`src/mmi_pkg.sv`:
```
// ==========================================================================
// Register map and frame layout of the management slave.
package mmi_pkg;
  localparam logic [4:0] MMI_REG_GLOBAL = 5'h00;
  localparam logic [4:0] MMI_REG_CLKOUT = 5'h15;
  localparam logic [4:0] MMI_REG_STATUS = 5'h01;
  localparam logic [4:0] MMI_REG_ERRCNT = 5'h02;
  localparam logic [4:0] MMI_REG_HSCTL = 5'h10;
  localparam logic [4:0] MMI_REG_IND_ADDR = 5'h1E;
  localparam logic [4:0] MMI_REG_IND_DATA = 5'h1F;
  localparam logic [15:0] MMI_EXT_BASE = 16'h8000;
  localparam logic [15:0] MMI_EXT_CTL = 16'h8000;
  localparam logic [15:0] MMI_EXT_SPEED = 16'h8001;
  localparam logic [15:0] MMI_GLOBAL_RST = 16'h0610;
  localparam logic [15:0] MMI_GLOBAL_WMASK = 16'h1FFF;
  localparam logic [15:0] MMI_GLOBAL_RMASK = 16'h1F9F;
  localparam int MMI_BIT_REFSEL = 5;
  localparam int MMI_BIT_GRESET = 15;
  localparam int MMI_BIT_MACRO = 12;
  localparam int MMI_BIT_GWRITE = 11;
  localparam int MMI_BIT_LH = 0;
  localparam int MMI_BIT_LL = 1;
  localparam int MMI_CLK_SRC_BIT = 4;
  localparam logic [1:0] MMI_ST_START = 2'b01;
  localparam logic [1:0] MMI_OP_WRITE = 2'b01;
  localparam logic [1:0] MMI_OP_READ = 2'b10;
  localparam logic [5:0] MMI_PREAMBLE_BITS = 6'h20;
  localparam logic [5:0] MMI_HDR_BITS = 6'h0E;
  localparam logic [5:0] MMI_TA_BITS = 6'h02;
  localparam logic [5:0] MMI_DATA_BITS = 6'h10;
  localparam logic [7:0] MMI_CNT_MAX = 8'hFF;
  localparam logic [3:0] MMI_HS_LINE_DIV = 4'hA;
endpackage

```
`src/mmi_mgmt.sv`:
```
`timescale 1ns/100ps
// ==========================================================================
// How it works
// - Clause 22 frames, station supplies clock.
// - Answer only frames matching strapped address.
// - Channel select bit picks channel A or B.
// - Dual write bit updates both channels.
// - Bad or read-only writes change nothing.
// - Invalid register reads return zeros.
// - Data window reaches addressed extended register.
// - Read-write bits keep the written value.
// - Self-clearing bits pulse once, read zero.
// - Sticky-high status clears when read.
// - Sticky-low status sets when read.
// - Counter clears on read, saturates, ignores writes.
// - Half-speed mode samples each bit twice.
// - Reference input chosen by register or pins.
// - Byte clock is line rate over twenty.
// - Half-VCO clock is VCO over two.
// - Clock outputs pick source and ratio.
// - Global reset self-clears next cycle.
module mmi_mgmt
  import mmi_pkg::*;
(
  input wire logic sys_clk,
  input wire logic sys_rst,
  input wire logic mdc,
  input wire logic mdio_in,
  output logic mdio_out,
  output logic mdio_oe,
  input wire logic [4:0] strapped_port_address,
  input wire logic [1:0] refclk_sel_pins,
  input wire logic ref_clock_input_zero,
  input wire logic ref_clock_input_one,
  input wire logic [1:0] link_fault,
  input wire logic [1:0] link_up,
  input wire logic [1:0] code_error,
  input wire logic [1:0] ls_serial_in,
  output logic [1:0] ls_oversampled,
  output logic [1:0] ls_sample_valid,
  output logic [1:0] ref_clock_chan,
  output logic [1:0] recovered_byte_clock,
  output logic [1:0] half_vco_clock,
  output logic clock_output_a,
  output logic clock_output_b,
  output logic datapath_reset,
  output logic [15:0] hs_ctl_a,
  output logic [15:0] hs_ctl_b,
  output logic [15:0] ext_ctl
);
  typedef enum logic [2:0] {MMI_IDLE, MMI_HDR, MMI_TA, MMI_RDATA, MMI_WDATA} mmi_state_e;

  mmi_state_e st_q;
  logic mdc_q;
  logic mdc_rise;
  logic [5:0] bits_q;
  logic [13:0] hdr_q;
  logic [15:0] sh_q;
  logic match_q;
  logic [15:0] global_q;
  logic [15:0] clkout_q;
  logic [15:0] iaddr_q;
  logic [15:0] speed_q;
  logic [1:0] lh_q;
  logic [1:0] ll_q;
  logic [7:0] cnt_q;
  logic rd_done;
  logic wr_done;
  logic [4:0] reg_a;
  logic soft_rst;
  logic rst_all;
  logic [1:0] ovs_q;
  logic [4:0] rbc_cnt_q [2];
  logic [1:0] vco_q;
  logic [1:0] clk_src;

  assign soft_rst = global_q[MMI_BIT_GRESET];
  assign rst_all = sys_rst | soft_rst;
  assign mdc_rise = mdc & ~mdc_q;
  assign reg_a = hdr_q[4:0];

  // Register read mux; invalid addresses give zero.
  function automatic logic [15:0] rd_val(input logic [4:0] a);
    unique case (a)
      MMI_REG_GLOBAL: rd_val = global_q & MMI_GLOBAL_RMASK;
      MMI_REG_STATUS: rd_val = {14'h0000, ll_q[0], lh_q[0]};
      MMI_REG_ERRCNT: rd_val = {8'h00, cnt_q};
      MMI_REG_HSCTL: rd_val = global_q[MMI_BIT_MACRO] ? hs_ctl_b : hs_ctl_a;
      MMI_REG_CLKOUT: rd_val = clkout_q;
      MMI_REG_IND_ADDR: rd_val = iaddr_q;
      MMI_REG_IND_DATA: begin
        if (iaddr_q == MMI_EXT_CTL) begin
          rd_val = ext_ctl;
        end else if (iaddr_q == MMI_EXT_SPEED) begin
          rd_val = speed_q;
        end else begin
          rd_val = 16'h0000;
        end
      end
      default: rd_val = 16'h0000;
    endcase
  endfunction

  // ==========================================================================
  // Frame engine
  always_ff @(posedge sys_clk) begin
    mdc_q <= mdc;
  end

  assign rd_done = mdc_rise && st_q == MMI_RDATA && bits_q == MMI_DATA_BITS - 6'h01;
  assign wr_done = mdc_rise && st_q == MMI_WDATA && bits_q == MMI_DATA_BITS - 6'h01 && match_q;

  always_ff @(posedge sys_clk) begin
    if (sys_rst) begin
      st_q <= MMI_IDLE;
      bits_q <= 6'h00;
      hdr_q <= 14'h0000;
      sh_q <= 16'h0000;
      match_q <= 1'b0;
    end else if (mdc_rise) begin
      unique case (st_q)
        MMI_IDLE: begin
          bits_q <= mdio_in ? (bits_q == MMI_PREAMBLE_BITS ? bits_q : bits_q + 6'h01) : 6'h00;
          if (!mdio_in && bits_q == MMI_PREAMBLE_BITS) begin
            st_q <= MMI_HDR;
            bits_q <= 6'h01;
            hdr_q <= 14'h0000;
          end
        end
        MMI_HDR: begin
          hdr_q <= {hdr_q[12:0], mdio_in};
          bits_q <= bits_q + 6'h01;
          if (bits_q == MMI_HDR_BITS - 6'h01) begin
            bits_q <= 6'h00;
            match_q <= hdr_q[8:4] == strapped_port_address && hdr_q[11] == MMI_ST_START[0];
            st_q <= MMI_TA;
          end
        end
        MMI_TA: begin
          bits_q <= bits_q + 6'h01;
          if (bits_q == MMI_TA_BITS - 6'h01) begin
            bits_q <= 6'h00;
            sh_q <= rd_val(reg_a);
            st_q <= hdr_q[11:10] == MMI_OP_READ && match_q ? MMI_RDATA : MMI_WDATA;
          end
        end
        MMI_RDATA: begin
          sh_q <= {sh_q[14:0], 1'b0};
          bits_q <= bits_q + 6'h01;
          if (rd_done) begin
            st_q <= MMI_IDLE;
            bits_q <= 6'h00;
          end
        end
        MMI_WDATA: begin
          sh_q <= {sh_q[14:0], mdio_in};
          bits_q <= bits_q + 6'h01;
          if (bits_q == MMI_DATA_BITS - 6'h01) begin
            st_q <= MMI_IDLE;
            bits_q <= 6'h00;
          end
        end
      endcase
    end
  end

  always_ff @(posedge sys_clk) begin
    if (sys_rst) begin
      mdio_oe <= 1'b0;
      mdio_out <= 1'b0;
    end else begin
      mdio_oe <= st_q == MMI_RDATA && !rd_done;
      mdio_out <= st_q == MMI_RDATA ? sh_q[15] : 1'b0;
    end
  end

  // ==========================================================================
  // Registers
  logic wr_ok;
  logic [15:0] wdata;
  logic wr_hs;
  assign wdata = {sh_q[14:0], mdio_in};
  // writes need a match and a write opcode
  assign wr_ok = wr_done && hdr_q[11:10] == MMI_OP_WRITE;
  assign wr_hs = wr_ok && reg_a == MMI_REG_HSCTL;

  always_ff @(posedge sys_clk) begin
    if (rst_all) begin
      global_q <= MMI_GLOBAL_RST;
      clkout_q <= 16'h0000;
      iaddr_q <= 16'h0000;
      ext_ctl <= 16'h0000;
      speed_q <= 16'h0000;
    end else if (wr_ok) begin
      unique case (reg_a)
        MMI_REG_GLOBAL: global_q <= (wdata & MMI_GLOBAL_WMASK) | (wdata & 16'h8000);
        MMI_REG_CLKOUT: clkout_q <= wdata;
        MMI_REG_IND_ADDR: iaddr_q <= wdata;
        MMI_REG_IND_DATA: begin
          if (iaddr_q == MMI_EXT_CTL) begin
            ext_ctl <= wdata;
          end else if (iaddr_q == MMI_EXT_SPEED) begin
            speed_q <= wdata;
          end
        end
        default: ;
      endcase
    end
  end

  always_ff @(posedge sys_clk) begin
    datapath_reset <= rst_all;
  end

  always_ff @(posedge sys_clk) begin
    if (rst_all) begin
      hs_ctl_a <= 16'h0000;
      hs_ctl_b <= 16'h0000;
    end else if (wr_hs) begin
      if (global_q[MMI_BIT_GWRITE] || !global_q[MMI_BIT_MACRO]) begin
        hs_ctl_a <= wdata;
      end
      if (global_q[MMI_BIT_GWRITE] || global_q[MMI_BIT_MACRO]) begin
        hs_ctl_b <= wdata;
      end
    end
  end

  // ==========================================================================
  // Status: a new event wins over the read (clear for sticky-high, set for sticky-low).
  logic rd_stat;
  logic rd_cnt;
  assign rd_stat = rd_done && match_q && reg_a == MMI_REG_STATUS;
  assign rd_cnt = rd_done && match_q && reg_a == MMI_REG_ERRCNT;

  always_ff @(posedge sys_clk) begin
    if (rst_all) begin
      lh_q <= 2'b00;
      ll_q <= 2'b11;
    end else begin
      lh_q[0] <= link_fault[0] | link_fault[1] | (lh_q[0] & ~rd_stat);
      ll_q[0] <= (link_up[0] & link_up[1]) & (ll_q[0] | rd_stat);
      lh_q[1] <= 1'b0;
      ll_q[1] <= 1'b1;
    end
  end

  always_ff @(posedge sys_clk) begin
    if (rst_all) begin
      cnt_q <= 8'h00;
    end else if (rd_cnt) begin
      cnt_q <= |code_error ? 8'h01 : 8'h00;
    end else if (|code_error && cnt_q != MMI_CNT_MAX) begin
      cnt_q <= cnt_q + 8'h01;
    end
  end

  // ==========================================================================
  // Clocking
  // double sampling in half-speed mode
  always_ff @(posedge sys_clk) begin
    if (rst_all) begin
      ovs_q <= 2'b00;
      ls_oversampled <= 2'b00;
      ls_sample_valid <= 2'b00;
    end else begin
      ovs_q <= ls_serial_in;
      ls_oversampled <= speed_q[0] ? (ovs_q & ls_serial_in) | (ovs_q & ls_oversampled) : ls_serial_in;
      ls_sample_valid <= speed_q[0] ? ~ls_sample_valid : 2'b11;
    end
  end

  always_ff @(posedge sys_clk) begin
    for (int c = 0; c < 2; c++) begin
      ref_clock_chan[c] <= (global_q[c + MMI_BIT_REFSEL] | refclk_sel_pins[c]) ? ref_clock_input_one : ref_clock_input_zero;
    end
  end

  always_ff @(posedge sys_clk) begin
    for (int c = 0; c < 2; c++) begin
      if (rst_all) begin
        rbc_cnt_q[c] <= 5'h00;
        recovered_byte_clock[c] <= 1'b0;
        vco_q[c] <= 1'b0;
      end else begin
        vco_q[c] <= ~vco_q[c];
        if (rbc_cnt_q[c] == 5'(MMI_HS_LINE_DIV) - 5'h01) begin
          rbc_cnt_q[c] <= 5'h00;
          recovered_byte_clock[c] <= ~recovered_byte_clock[c];
        end else begin
          rbc_cnt_q[c] <= rbc_cnt_q[c] + 5'h01;
        end
      end
    end
  end
  always_ff @(posedge sys_clk) begin
    half_vco_clock <= vco_q;
  end

  assign clk_src = clkout_q[MMI_CLK_SRC_BIT] ? half_vco_clock : recovered_byte_clock;
  logic div_a;
  logic div_b;
  mmi_clkdiv u_div_a (
    .sys_clk(sys_clk),
    .sys_rst(rst_all),
    .src_in(clk_src[0]),
    .ratio_sel(clkout_q[3:0]),
    .clk_out_q(div_a)
  );
  mmi_clkdiv u_div_b (
    .sys_clk(sys_clk),
    .sys_rst(rst_all),
    .src_in(clk_src[1]),
    .ratio_sel(clkout_q[11:8]),
    .clk_out_q(div_b)
  );
  always_ff @(posedge sys_clk) begin
    clock_output_a <= clkout_q[3:0] == 4'h0 ? clk_src[0] : div_a;
    clock_output_b <= clkout_q[11:8] == 4'h0 ? clk_src[1] : div_b;
  end
endmodule

```
`src/mmi_clkdiv.sv`:
```
`timescale 1ns/100ps
// ==========================================================================
// Programmable divider used for each clock output.
module mmi_clkdiv
  import mmi_pkg::*;
(
  input wire logic sys_clk,
  input wire logic sys_rst,
  input wire logic src_in,
  input wire logic [3:0] ratio_sel,
  output logic clk_out_q
);
  logic [4:0] cnt_q;
  logic [4:0] half_d;
  logic [4:0] full_d;
  logic src_q;
  logic src_rise;

  assign src_rise = src_in & ~src_q;

  always_ff @(posedge sys_clk) begin
    src_q <= src_in;
  end

  always_comb begin
    unique case (ratio_sel)
      4'h0: full_d = 5'h01;
      4'h1: full_d = 5'h02;
      4'h2: full_d = 5'h04;
      4'h3: full_d = 5'h05;
      4'h4: full_d = 5'h08;
      4'h5: full_d = 5'h0A;
      4'h6: full_d = 5'h10;
      4'h7: full_d = 5'h14;
      4'h8: full_d = 5'h19;
      default: full_d = 5'h01;
    endcase
    half_d = full_d >> 1;
  end

  // Source rises are counted, not system clocks, so the ratio applies to the chosen clock.
  // The count is cut at or above the end point, so a ratio change never lets it wrap.
  always_ff @(posedge sys_clk) begin
    if (sys_rst) begin
      cnt_q <= 5'h00;
      clk_out_q <= 1'b0;
    end else if (full_d == 5'h01) begin
      cnt_q <= 5'h00;
      clk_out_q <= src_in;
    end else if (src_rise) begin
      if (cnt_q >= full_d - 5'h01) begin
        cnt_q <= 5'h00;
        clk_out_q <= 1'b0;
      end else begin
        cnt_q <= cnt_q + 5'h01;
        if (cnt_q + 5'h01 == half_d) begin
          clk_out_q <= 1'b1;
        end
      end
    end
  end
endmodule

```
`config.mk`:
```
export PLATFORM = sky130hd
export DESIGN_NAME = mmi_mgmt
export DESIGN_NICKNAME = d
export VERILOG_FILES = /design/src/mmi_pkg.sv /design/src/mmi_mgmt.sv /design/src/mmi_clkdiv.sv
export SDC_FILE = /design/constraint.sdc
export NUM_CORES = 1
export LEC_CHECK = 0
export BUFFER_PORTS_ARGS = -buffer_cell sky130_fd_sc_hd__clkbuf_2
export CAP_MARGIN = 20
export CORE_ASPECT_RATIO = 0.6
export CORE_UTILIZATION = 60
export CTS_BUF_LIST = sky130_fd_sc_hd__clkbuf_16
export DETAILED_ROUTE_END_ITERATION = 8
export HOLD_SLACK_MARGIN = 0.02
export PLACE_DENSITY = 0.8
export REMOVE_ABC_BUFFERS = 1
export SETUP_SLACK_MARGIN = 0.1
export SKIP_CTS_REPAIR_TIMING = 1
export SKIP_LAST_GASP = 1
export SLEW_MARGIN = 20
export SYNTH_ARGS = -nofsm -noshare
export SYNTH_HDL_FRONTEND = slang
export SYNTH_HIERARCHICAL = 1
export SYNTH_SLANG_ARGS = --single-unit
```
`constraint.sdc`:
```
create_clock -name sys_clk -period 3.3 [get_ports sys_clk]
set_input_delay 0.66 -clock sys_clk [delete_from_list [all_inputs] [get_ports sys_clk]]
set_output_delay 0.66 -clock sys_clk [all_outputs]
set_load 0.01 [all_outputs]
```
# Word-level counts from Yosys, hierarchy flattened
# Memories as Yosys holds them, arrays and structs flattened. A register that Yosys moved wholly into a read port is not among the register bits.
# Index checks and enable logic that the tools add are counted.
[totals]
rom_bits = 160
out_inout_bits = 63
elab_cells = 225
mem_bits_rw = 10
input_bits = 21
memories = 3
register_bits = 194
[mem_list]
columns = ["memory", "words", "word_bits", "rd", "rd_clocked_by_memory_dff", "wr", "line", "text"]
rows = [
  ["(no name shown)", 16, 5, 1, 1, 0, "mmi_clkdiv.sv:26", "unique case (ratio_sel)"],
  ["(no name shown)", 16, 5, 1, 1, 0, "mmi_clkdiv.sv:26", ""],
  ["rbc_cnt_q", 2, 5, 2, 0, 2, "mmi_mgmt.sv:73", "logic [4:0] rbc_cnt_q [2];"],
]
[classes]
n_eq_ne = 32
reduce_logical = 49
mux = 65
order_cmp = 2
add_sub_neg = 8
bitwise = 31
[op_table]
columns = ["cell", "count"]
rows = [
  ["case mux 16 bit (7 select lines)", 1],
  ["2-to-1 mux 16 bit", 4],
  ["case mux 16 bit (3 select lines)", 1],
  ["2-to-1 mux 6 bit", 7],
  ["== test 16 bit, second input constant", 2],
  ["2-to-1 mux 5 bit", 6],
  ["case mux 6 bit (5 select lines)", 1],
  ["2-to-1 mux 1 bit", 27],
  ["case mux 12 bit (2 select lines)", 1],
  ["adder 5 x 1 -> 5 bit, second input constant", 4],
  ["== test 5 bit, second input constant", 4],
  ["2-to-1 mux 3 bit", 6],
  ["2-to-1 mux 4 bit", 4],
  ["2-to-1 mux 8 bit", 2],
  ["OR 13 x 16 -> 16 bit", 1],
  ["AND reduction 2 bit", 8],
  ["== test 5 x 1 -> 1 bit, second input constant", 3],
  ["logical AND 1 bit", 15],
  ["case mux 3 bit (5 select lines)", 1],
  ["== test 6 x 4 -> 1 bit, second input constant", 2],
  ["2-to-1 mux 12 bit", 1],
  ["AND reduction 3 bit", 4],
  ["== test 5 x 4 -> 1 bit", 2],
  ["== test 5 x 4 -> 1 bit, second input constant", 2],
  ["other kinds (34)", 78],
]

# Logic depth before layout (Yosys ltp)
# Gate-level depths: netlist of the first run.
[logic_depth]
ltp_word = 9
depth_mapped = 15
depth_no_buf = 15

# Modules after synthesis
# Netlist of the first run, hierarchy kept.
[by_module_without_submodules]
columns = ["module", "cells_each", "area_per_inst_um2", "seq_area_each_um2", "n_inst"]
rows = [
  ["mmi_mgmt", 995, 8919.8, 3863.7, 1],
  ["mmi_clkdiv", 90, 757.0, 140.1, 2],
]

# Least setup slack after synthesis of the first run
# No wires, ideal clock.
[synth_timing]
kind = "register to register"
from = "register, netlist name clkout_q[9]"
to = "register u_div_b.clk_out_q"
setup_ps = 57
t_arrival_ps = 2833
required_ps = 3243
setup_slack_ps = 410
stages_incl_launch_ff = 16
synth_period_minus_slack_ps = 2890
n_path_buf = 0
cell_sequence = "dfxtp_1 -> inv_1 -> ha_1 -> nor2_1 -> or2_2 -> inv_1 -> ha_1 -> nor2b_1 -> o31ai_1 -> a21oi_1 -> ha_1 -> a21o_1 -> a21oi_2 -> o21ai_0 -> nor4_1 -> a21o_1"
[synth_lines]
columns = ["item", "line", "text"]
rows = [
  ["end signal: assignment", "mmi_clkdiv.sv:49", "clk_out_q <= src_in;"],
  ["end: declaration", "mmi_clkdiv.sv:11", "output logic clk_out_q"],
]

==> results.py, run 1 <==
metrics = {
    "status": {
        "outcome": "complete, no violations",
    },
    "die": {
        "io_pins": 84,
        "die_w_um": 172,
        "core_area_sq_um": 16600,
        "dieArea_sq_um": 17900,
        "start_util_pct": 62.8,
        "row_count": 36,
        "die_h_um": 104,
    },
    "clock_network": {
        "insertion_delay_ps": 500,
        "cts_buffers": 20,
        "cts_buffer_depth": 3,
        "path_clk_slew_ps": 70,
        "tritoncts": "yes",
        "cts-root-buf": "clkbuf_16",
        "cts_sinks": 202,
        "cts_htree_levels": 1,
    },
    "yosys": {
        "yosysSeqAreaShare_pct": 39.7,
        "synth.top_cell.area_share_pct": 36.8,
        "synth-seq-cells": 202,
        "synth.distinct_cells": 86,
        "syn_inst": 1175,
        "synth_edf_count": 10,
        "synth_area_sq_um": 10400,
        "yosysTopAreaCell": "dfxtp_1",
        "avgSynthCellArea_sq_um": 8.88,
        "ys_warn_count": 6,
        "synthArstFlopShare_pct": 0,
        "ys.flop_type": "dfxtp_1",
        "netlist_top_cells_area": "dfxtp_1 37%, mux2i_1 8.6%, nand2_1 4.6%, nor2_1 3.8%, nand3_1 3.7%",
    },
    "sta": {
        "fin_skew_ps": 14.2,
        "fin_crit_sh_pct": 94.0,
        "slew_headroom_pct": 51.0,
        "rsz0062_at_grt": "yes",
        "setup_viol": 0,
        "tightest_slew_ps": 735,
        "slew_violations": 0,
        "final.setup.tns_ps": 0,
        "fmax_mhz": 323,
        "finalHoldViolCount": 0,
        "post-route-min-period_ps": 3100,
    },
    "route": {
        "viasPerCell": 6.14,
        "wl_per_cell_um": 18.9,
        "met3_length_um": 3180,
        "wl_met1_um": 13200,
        "topRoutingLayerUsed": "met4",
        "route.met2.wl_um": 11300,
        "postRouteAntennaNets": 0,
        "wl_um": 28000,
        "vias": 9088,
        "detail_route.iter0.violations": 1004,
        "drt_pass1_iterations": 6,
        "route.detailed.drc": 0,
    },
    "power": {
        "power_density_nw_per_um2": 429,
        "max-vdd-ir-drop_v": 0.000365,
        "finalPower_uw": 5020,
        "total_leakage_power_uw": 0.00444,
    },
    "setup_path": {
        "critPathRequiredTime_ps": 3750,
        "cp_top_family": "compound AO/OA/AOI/OAI gates",
        "max_stage_delay_ps": 390,
        "rrSetupSlack_ps": 200,
        "worstReg2RegEnd": "u_div_a/clk_out_q$_SDFFE_PP0P_",
        "end_kind": "flip-flop",
        "timing.rr.start": "clkout_q[0]$_SDFFE_PP0P_",
        "rr_worst_depth": 15,
        "cp_max_fo": 6,
        "path_common_cell": "ha_1",
        "worst-path-buf-inv": 2,
        "path_cells": "inv_1 > ha_1 > nor2_1 > or2_2 > inv_1 > ha_1 > nor2b_1 > o31ai_1 > a21oi_1 > ha_1 > a21o_1 > a21oi_2 > o21ai_0 > nor4_2 > a21o_1",
        "cp_data_arrival_time_ps": 3550,
        "crit_path_start_kind": "flip-flop",
        "worstSetupPathType": "reg2reg",
        "crit_slowest_cell": "dfxtp_2",
    },
    "cells_and_area": {
        "drive_gt1_share_pct": 17.0,
        "finalNetCount": 1288,
        "diodes": 0,
        "num-fill-cells": 1328,
        "utilization_pct": 70.5,
        "fin_cells": 1479,
        "syn2layout_area_growth_pct": 12.3,
    },
    "hold_path": {
        "hold_start": "mdc",
        "whs_path_depth": 1,
        "hold-path-endpoint": "mdc_q$_DFF_P_",
        "worstHoldPathType": "in2reg",
    },
    "global_routing": {
        "antenna_found_initial": 1,
        "grt_pass1_wl_um": 44200,
        "grt.overflow.total": 0,
        "gr-usage-all-layers_pct": 31.0,
        "grt_max_degree": 49,
        "grt_pass1_vias": 8315,
    },
    "placement": {
        "gp_congestion": 0.923,
        "hpwl_um": 19700,
        "placed_cells": 1443,
        "port_buffers": 83,
    },
    "run": {
        "max-cap-violations": 0,
    },
}
## worst max-delay path by stage
stage,startpoint,endpoint,slack (ps),depth (start not counted)
floorplan,sys_rst,u_div_a/clk_out_q$_SDFFE_PP0P_,-3650,6
global placement,clkout_q[0]$_SDFFE_PP0P_,u_div_a/clk_out_q$_SDFFE_PP0P_,420,15
detailed placement,clkout_q[0]$_SDFFE_PP0P_,u_div_a/clk_out_q$_SDFFE_PP0P_,250,15
CTS,clkout_q[0]$_SDFFE_PP0P_,u_div_a/clk_out_q$_SDFFE_PP0P_,110,15
global route,clkout_q[0]$_SDFFE_PP0P_,u_div_a/clk_out_q$_SDFFE_PP0P_,20,15
finish,clkout_q[0]$_SDFFE_PP0P_,u_div_a/clk_out_q$_SDFFE_PP0P_,200,15
## worst register-to-register path, delay by kind of cell (launching register included)
family	cells	cell delay [ps]
flip-flops	1	390
AO/OA/AOI/OAI	6	920
adder cells (fa/ha/maj)	3	770
AND/OR/NAND/NOR	4	810
buffers and inverters	2	150
## layer usage
metal,global-route usage (%),vias up
met1,47.7,4289
met3,8.56,44
met5,0,-
li1,-,4289
met4,6.38,0
met2,42.3,466
## metrics by stage
step / worst slack (ps) / hold WS [ps] / instance area, sq um
2_1_floorplan: -3650 / 331 / 10000
3_3_place_gp: 419 / 336 / 11000
3_5_place_dp: 247 / 339 / 11000
4_1_cts: 112 / 307 / 11700
5_1_grt: 17.7 / 321 / 11700
6_report: 199 / 310 / 11700
## cells by family (layout without fill, tap and decap cells)
group                    after synthesis  after routing  synth area share [%]
multiplexers                         117            117                  11.5
flip-flops                           202            202                  39.7
AND/OR/NAND/NOR                      445            445                  21.8
XOR/XNOR                              47             47                  3.95
buffers and inverters                116            183                  5.08
AO/OA/AOI/OAI                        216            216                  14.1
adder cells (fa/ha/maj)               31             31                  3.69
other                                  1             10                0.0359
## report_power, final
group | switching (uW) | total [uW] | internal [uW]
logic | 108 | 165 | 57.9
clock network | 984 | 2340 | 1360
registers | 23.3 | 2510 | 2490
## flip-flops by register name, summed over array words and instances, names as in the netlist, 3 cells and up
register	flops
clkout_q	16
ext_ctl	16
hs_ctl_a	16
hs_ctl_b	16
iaddr_q	16
sh_q	16
speed_q	16
global_q	14
hdr_q	12
rbc_cnt_q	10
cnt_q	8
bits_q	6
u_div_a/cnt_q	5
u_div_b/cnt_q	5
st_q	3
## cells in the final DEF, fill, tap and decap left out, types with 13 or more instances in the layout
cell type,instances
nand2b_1,13
buf_4,33
o21ai_0,55
inv_1,30
nor2_1,105
o22ai_1,19
nand3_1,77
a21oi_1,47
clkbuf_16,22
ha_1,30
nand2_1,129
xnor2_1,25
xor2_1,22
nor2b_1,15
clkbuf_2,83
nor3_1,14
dfxtp_1,190
mux2i_1,90
mux2_2,27
## Yosys cell counts, types with 14 or more instances
| cell type | n |
|---|---|
| dfxtp_1 | 192 |
| nand2_1 | 129 |
| nor2_1 | 106 |
| mux2i_1 | 90 |
| nand3_1 | 77 |
| o21ai_0 | 55 |
| clkbuf_1 | 53 |
| a21oi_1 | 47 |
| ha_1 | 30 |
| inv_1 | 29 |
| mux2_2 | 27 |
| xnor2_1 | 25 |
| xor2_1 | 22 |
| buf_2 | 19 |
| o22ai_1 | 19 |
| nor2b_1 | 15 |
| nor3_1 | 14 |
## area by class of cell
type	count	area, sq um	area share [%]
inverters	30	113	0.961
multi-input cells	866	5820	49.7
flip-flops and latches	202	4150	35.4
clock inverters	14	116	0.993
clock buffers	22	551	4.70
repair buffers	117	683	5.83
well taps	228	285	2.44
Note: power is estimated with default switching activity, not from simulation.
==> inputs of run 2 (changes only) <==
Settings changed: ABC_AREA set to 1.
==> results.py, run 2 <==
metrics = {
    "status": {
        "outcome": "complete, no violations",
    },
    "cells_and_area": {
        "finalNetCount": 1552,
        "final_cell_mix": "265 x nand2_1, 192 x dfxtp_1, 168 x inv_1",
        "drive_gt1_share_pct": 12.7,
        "fin_area_sq_um": 11300,
        "num-fill-cells": 1433,
        "diodes": 0,
        "utilization_pct": 69.3,
        "layout_commonest_cell": "nand2_1",
        "syn2layout_area_growth_pct": 11.9,
    },
    "sta": {
        "slew_headroom_pct": 37.8,
        "slew_violations": 0,
        "fin_skew_ps": 18.3,
        "rsz0062_at_grt": "no",
        "setup_viol": 0,
        "fmax_mhz": 368,
        "finalHoldViolCount": 0,
        "tightest_slew_ps": 931,
        "fin_crit_sh_pct": 82.5,
        "post-route-min-period_ps": 2720,
    },
    "setup_path": {
        "path_cells": "inv_1 > ha_1 > o21ai_0 > inv_1 > ha_1 > nand2_1 > xor2_1 > ha_1 > nand3_1 > o21ai_0 > o21ai_0 > nand3_2 > nor3_2",
        "worstReg2RegEnd": "u_div_b/cnt_q[1]$_SDFFE_PP0P_",
        "critPathRequiredTime_ps": 3730,
        "crit_cells": 13,
        "end_kind": "flip-flop",
        "rr_worst_depth": 13,
        "crit_path_start_kind": "flip-flop",
        "worst-path-buf-inv": 2,
        "cp_max_fo": 5,
        "rrSetupSlack_ps": 580,
        "crit_end": "u_div_b/cnt_q[1]$_SDFFE_PP0P_",
        "worstSetupPathType": "reg2reg",
        "max_stage_delay_ps": 390,
        "crit_start": "clkout_q[9]$_SDFFE_PP0P_",
        "crit_slowest_cell": "dfxtp_1",
        "cp_data_arrival_time_ps": 3150,
        "timing.rr.start": "clkout_q[9]$_SDFFE_PP0P_",
        "cp_top_family": "adder cells",
    },
    "clock_network": {
        "tritoncts": "yes",
        "path_clk_slew_ps": 70,
        "cts_buffer_depth": 3,
        "cts_htree_levels": 1,
        "cts-root-buf": "clkbuf_16",
        "insertion_delay_ps": 500,
        "cts_buffers": 20,
        "cts_sinks": 202,
    },
    "yosys": {
        "ys_warn_count": 6,
        "yosysMostFrequentCell": "nand2_1",
        "syn_inst": 1433,
        "yosysSeqAreaShare_pct": 40.9,
        "synth_edf_count": 10,
        "netlist_top_cells_area": "dfxtp_1 38%, nand2_1 9.8%, o21ai_0 8.2%, a21oi_1 7.7%, inv_1 6.1%",
        "yosysTopAreaCell": "dfxtp_1",
        "avgSynthCellArea_sq_um": 7.07,
        "synth.distinct_cells": 43,
        "synthArstFlopShare_pct": 0,
        "synth_area_sq_um": 10100,
        "ys.flop_type": "dfxtp_1",
        "ys_top_cells_by_count": "265 x nand2_1, 192 x dfxtp_1, 166 x o21ai_0, 165 x inv_1, 155 x a21oi_1",
        "synth-seq-cells": 202,
        "synth.top_cell.area_share_pct": 38.0,
    },
    "run": {
        "max-cap-violations": 0,
    },
    "power": {
        "max-vdd-ir-drop_v": 0.000344,
        "power_density_nw_per_um2": 434,
        "total_leakage_power_uw": 0.00482,
        "p_comb_share_pct": 3.2,
        "p_int_uw": 3840,
        "pwr-share-clk_pct": 45.8,
        "p_switching_uw": 1080,
        "pwr-share-seq_pct": 51.0,
        "switching_share_pct": 22.0,
    },
    "global_routing": {
        "gr-usage-all-layers_pct": 30.7,
        "grt_use_met2_pct": 44.3,
        "antenna_found_initial": 0,
        "grt_max_degree": 121,
        "grt_pass1_wl_um": 42500,
        "grt_busiest_layer": "met1",
        "grt.overflow.total": 0,
        "grt_pass1_vias": 8235,
        "gr-usage-met1_pct": 46.6,
        "met3_usage_pct": 5.60,
    },
    "route": {
        "wl_per_cell_um": 15.6,
        "detail_route.iter0.violations": 968,
        "viasPerCell": 5.56,
        "route.detailed.drc": 0,
        "wl_um": 27100,
        "vias": 9665,
        "postRouteAntennaNets": 0,
        "drt_pass1_iterations": 6,
    },
    "die": {
        "core_area_sq_um": 16400,
        "start_util_pct": 61.9,
        "row_count": 36,
        "dieArea_sq_um": 17400,
        "die_w_um": 170,
        "io_pins": 84,
        "die_h_um": 103,
    },
    "placement": {
        "gp_congestion": 0.904,
        "hpwl_um": 18800,
        "port_buffers": 83,
        "post_dp_cell_area_sq_um": 10700,
    },
    "hold_path": {
        "worstHoldPathType": "in2reg",
    },
}
## run 2: changes by cell type after synthesis, sizes merged, moves of 23 or more
| cell | before | now |
|---|---|---|
| nand3 | 78 | 111 |
| clkbuf | 54 | 31 |
| nor2 | 107 | 141 |
| inv | 30 | 176 |
| nand2 | 130 | 278 |
| o21ai | 56 | 186 |
| a21oi | 49 | 159 |
| mux2 | 27 | 2 |
| mux2i | 90 | 0 |
## run 2: layout make-up
type | instances | area (sq um) | share of cell area (%)
Clock inverter | 11 | 100 | 0.883
Multi-Input combinational cell | 1001 | 5080 | 44.8
Tap cell | 228 | 285 | 2.52
Timing Repair Buffer | 96 | 526 | 4.64
Sequential cell | 202 | 4140 | 36.6
Clock buffer | 21 | 526 | 4.64
Inverter | 180 | 677 | 5.97
## run 2: power by group through the flow
stage | clock, uW | combinational (uW) | sequential, uW
2_1_floorplan | 0 | 100 | 2560
3_3_place_gp | 0 | 154 | 2560
3_5_place_dp | 0 | 156 | 2560
4_1_cts | 2270 | 157 | 2510
5_1_grt | 2380 | 180 | 2510
6_report | 2250 | 159 | 2510
## run 2: cells by family (layout without fill, tap and decap cells)
group	count (synthesis)	after routing	share of synthesized area (%)
other	1	10	0.0370
DFF	202	202	40.9
and+or+nand+nor	584	584	26.1
buffers and inverters	239	308	9.38
adders and majority gates	30	30	3.71
muxes	2	2	0.222
xor gates and xnor gates	15	15	1.30
AOI/OAI and AO/OA	360	360	18.3
## run 2: worst min path at each step
| stage | start | endpoint | cells past startpoint |
|---|---|---|---|
| floorplan | vco_q[0]$_SDFF_PP0_ | half_vco_clock[0]$_DFF_P_ | 0 |
| global placement | vco_q[1]$_SDFF_PP0_ | half_vco_clock[1]$_DFF_P_ | 0 |
| detailed placement | vco_q[1]$_SDFF_PP0_ | half_vco_clock[1]$_DFF_P_ | 0 |
| CTS | mdc | mdc_q$_DFF_P_ | 1 |
| global route | mdc | mdc_q$_DFF_P_ | 1 |
| finish | mdc | mdc_q$_DFF_P_ | 1 |
## run 2: per-layer routing
| layer | wire, um | vias to the layer above |
|---|---|---|
| met1 | 13000 | 4297 |
| met2 | 10800 | 479 |
| li1 | - | 4839 |
| met4 | 576 | 0 |
| met3 | 2800 | 50 |
| met5 | 0 | - |
## run 2: through the flow
step	TNS (ps)	total power [uW]	hold slack, ps	setup WS [ps]	instances
CTS	0	4940	266	599	1739
global route	0	5070	271	317	1739
finish	0	4920	273	579	1739
detailed placement	0	2720	335	616	1707
global placement	0	2710	338	698	1707
floorplan	-119480	2660	331	-1720	1383
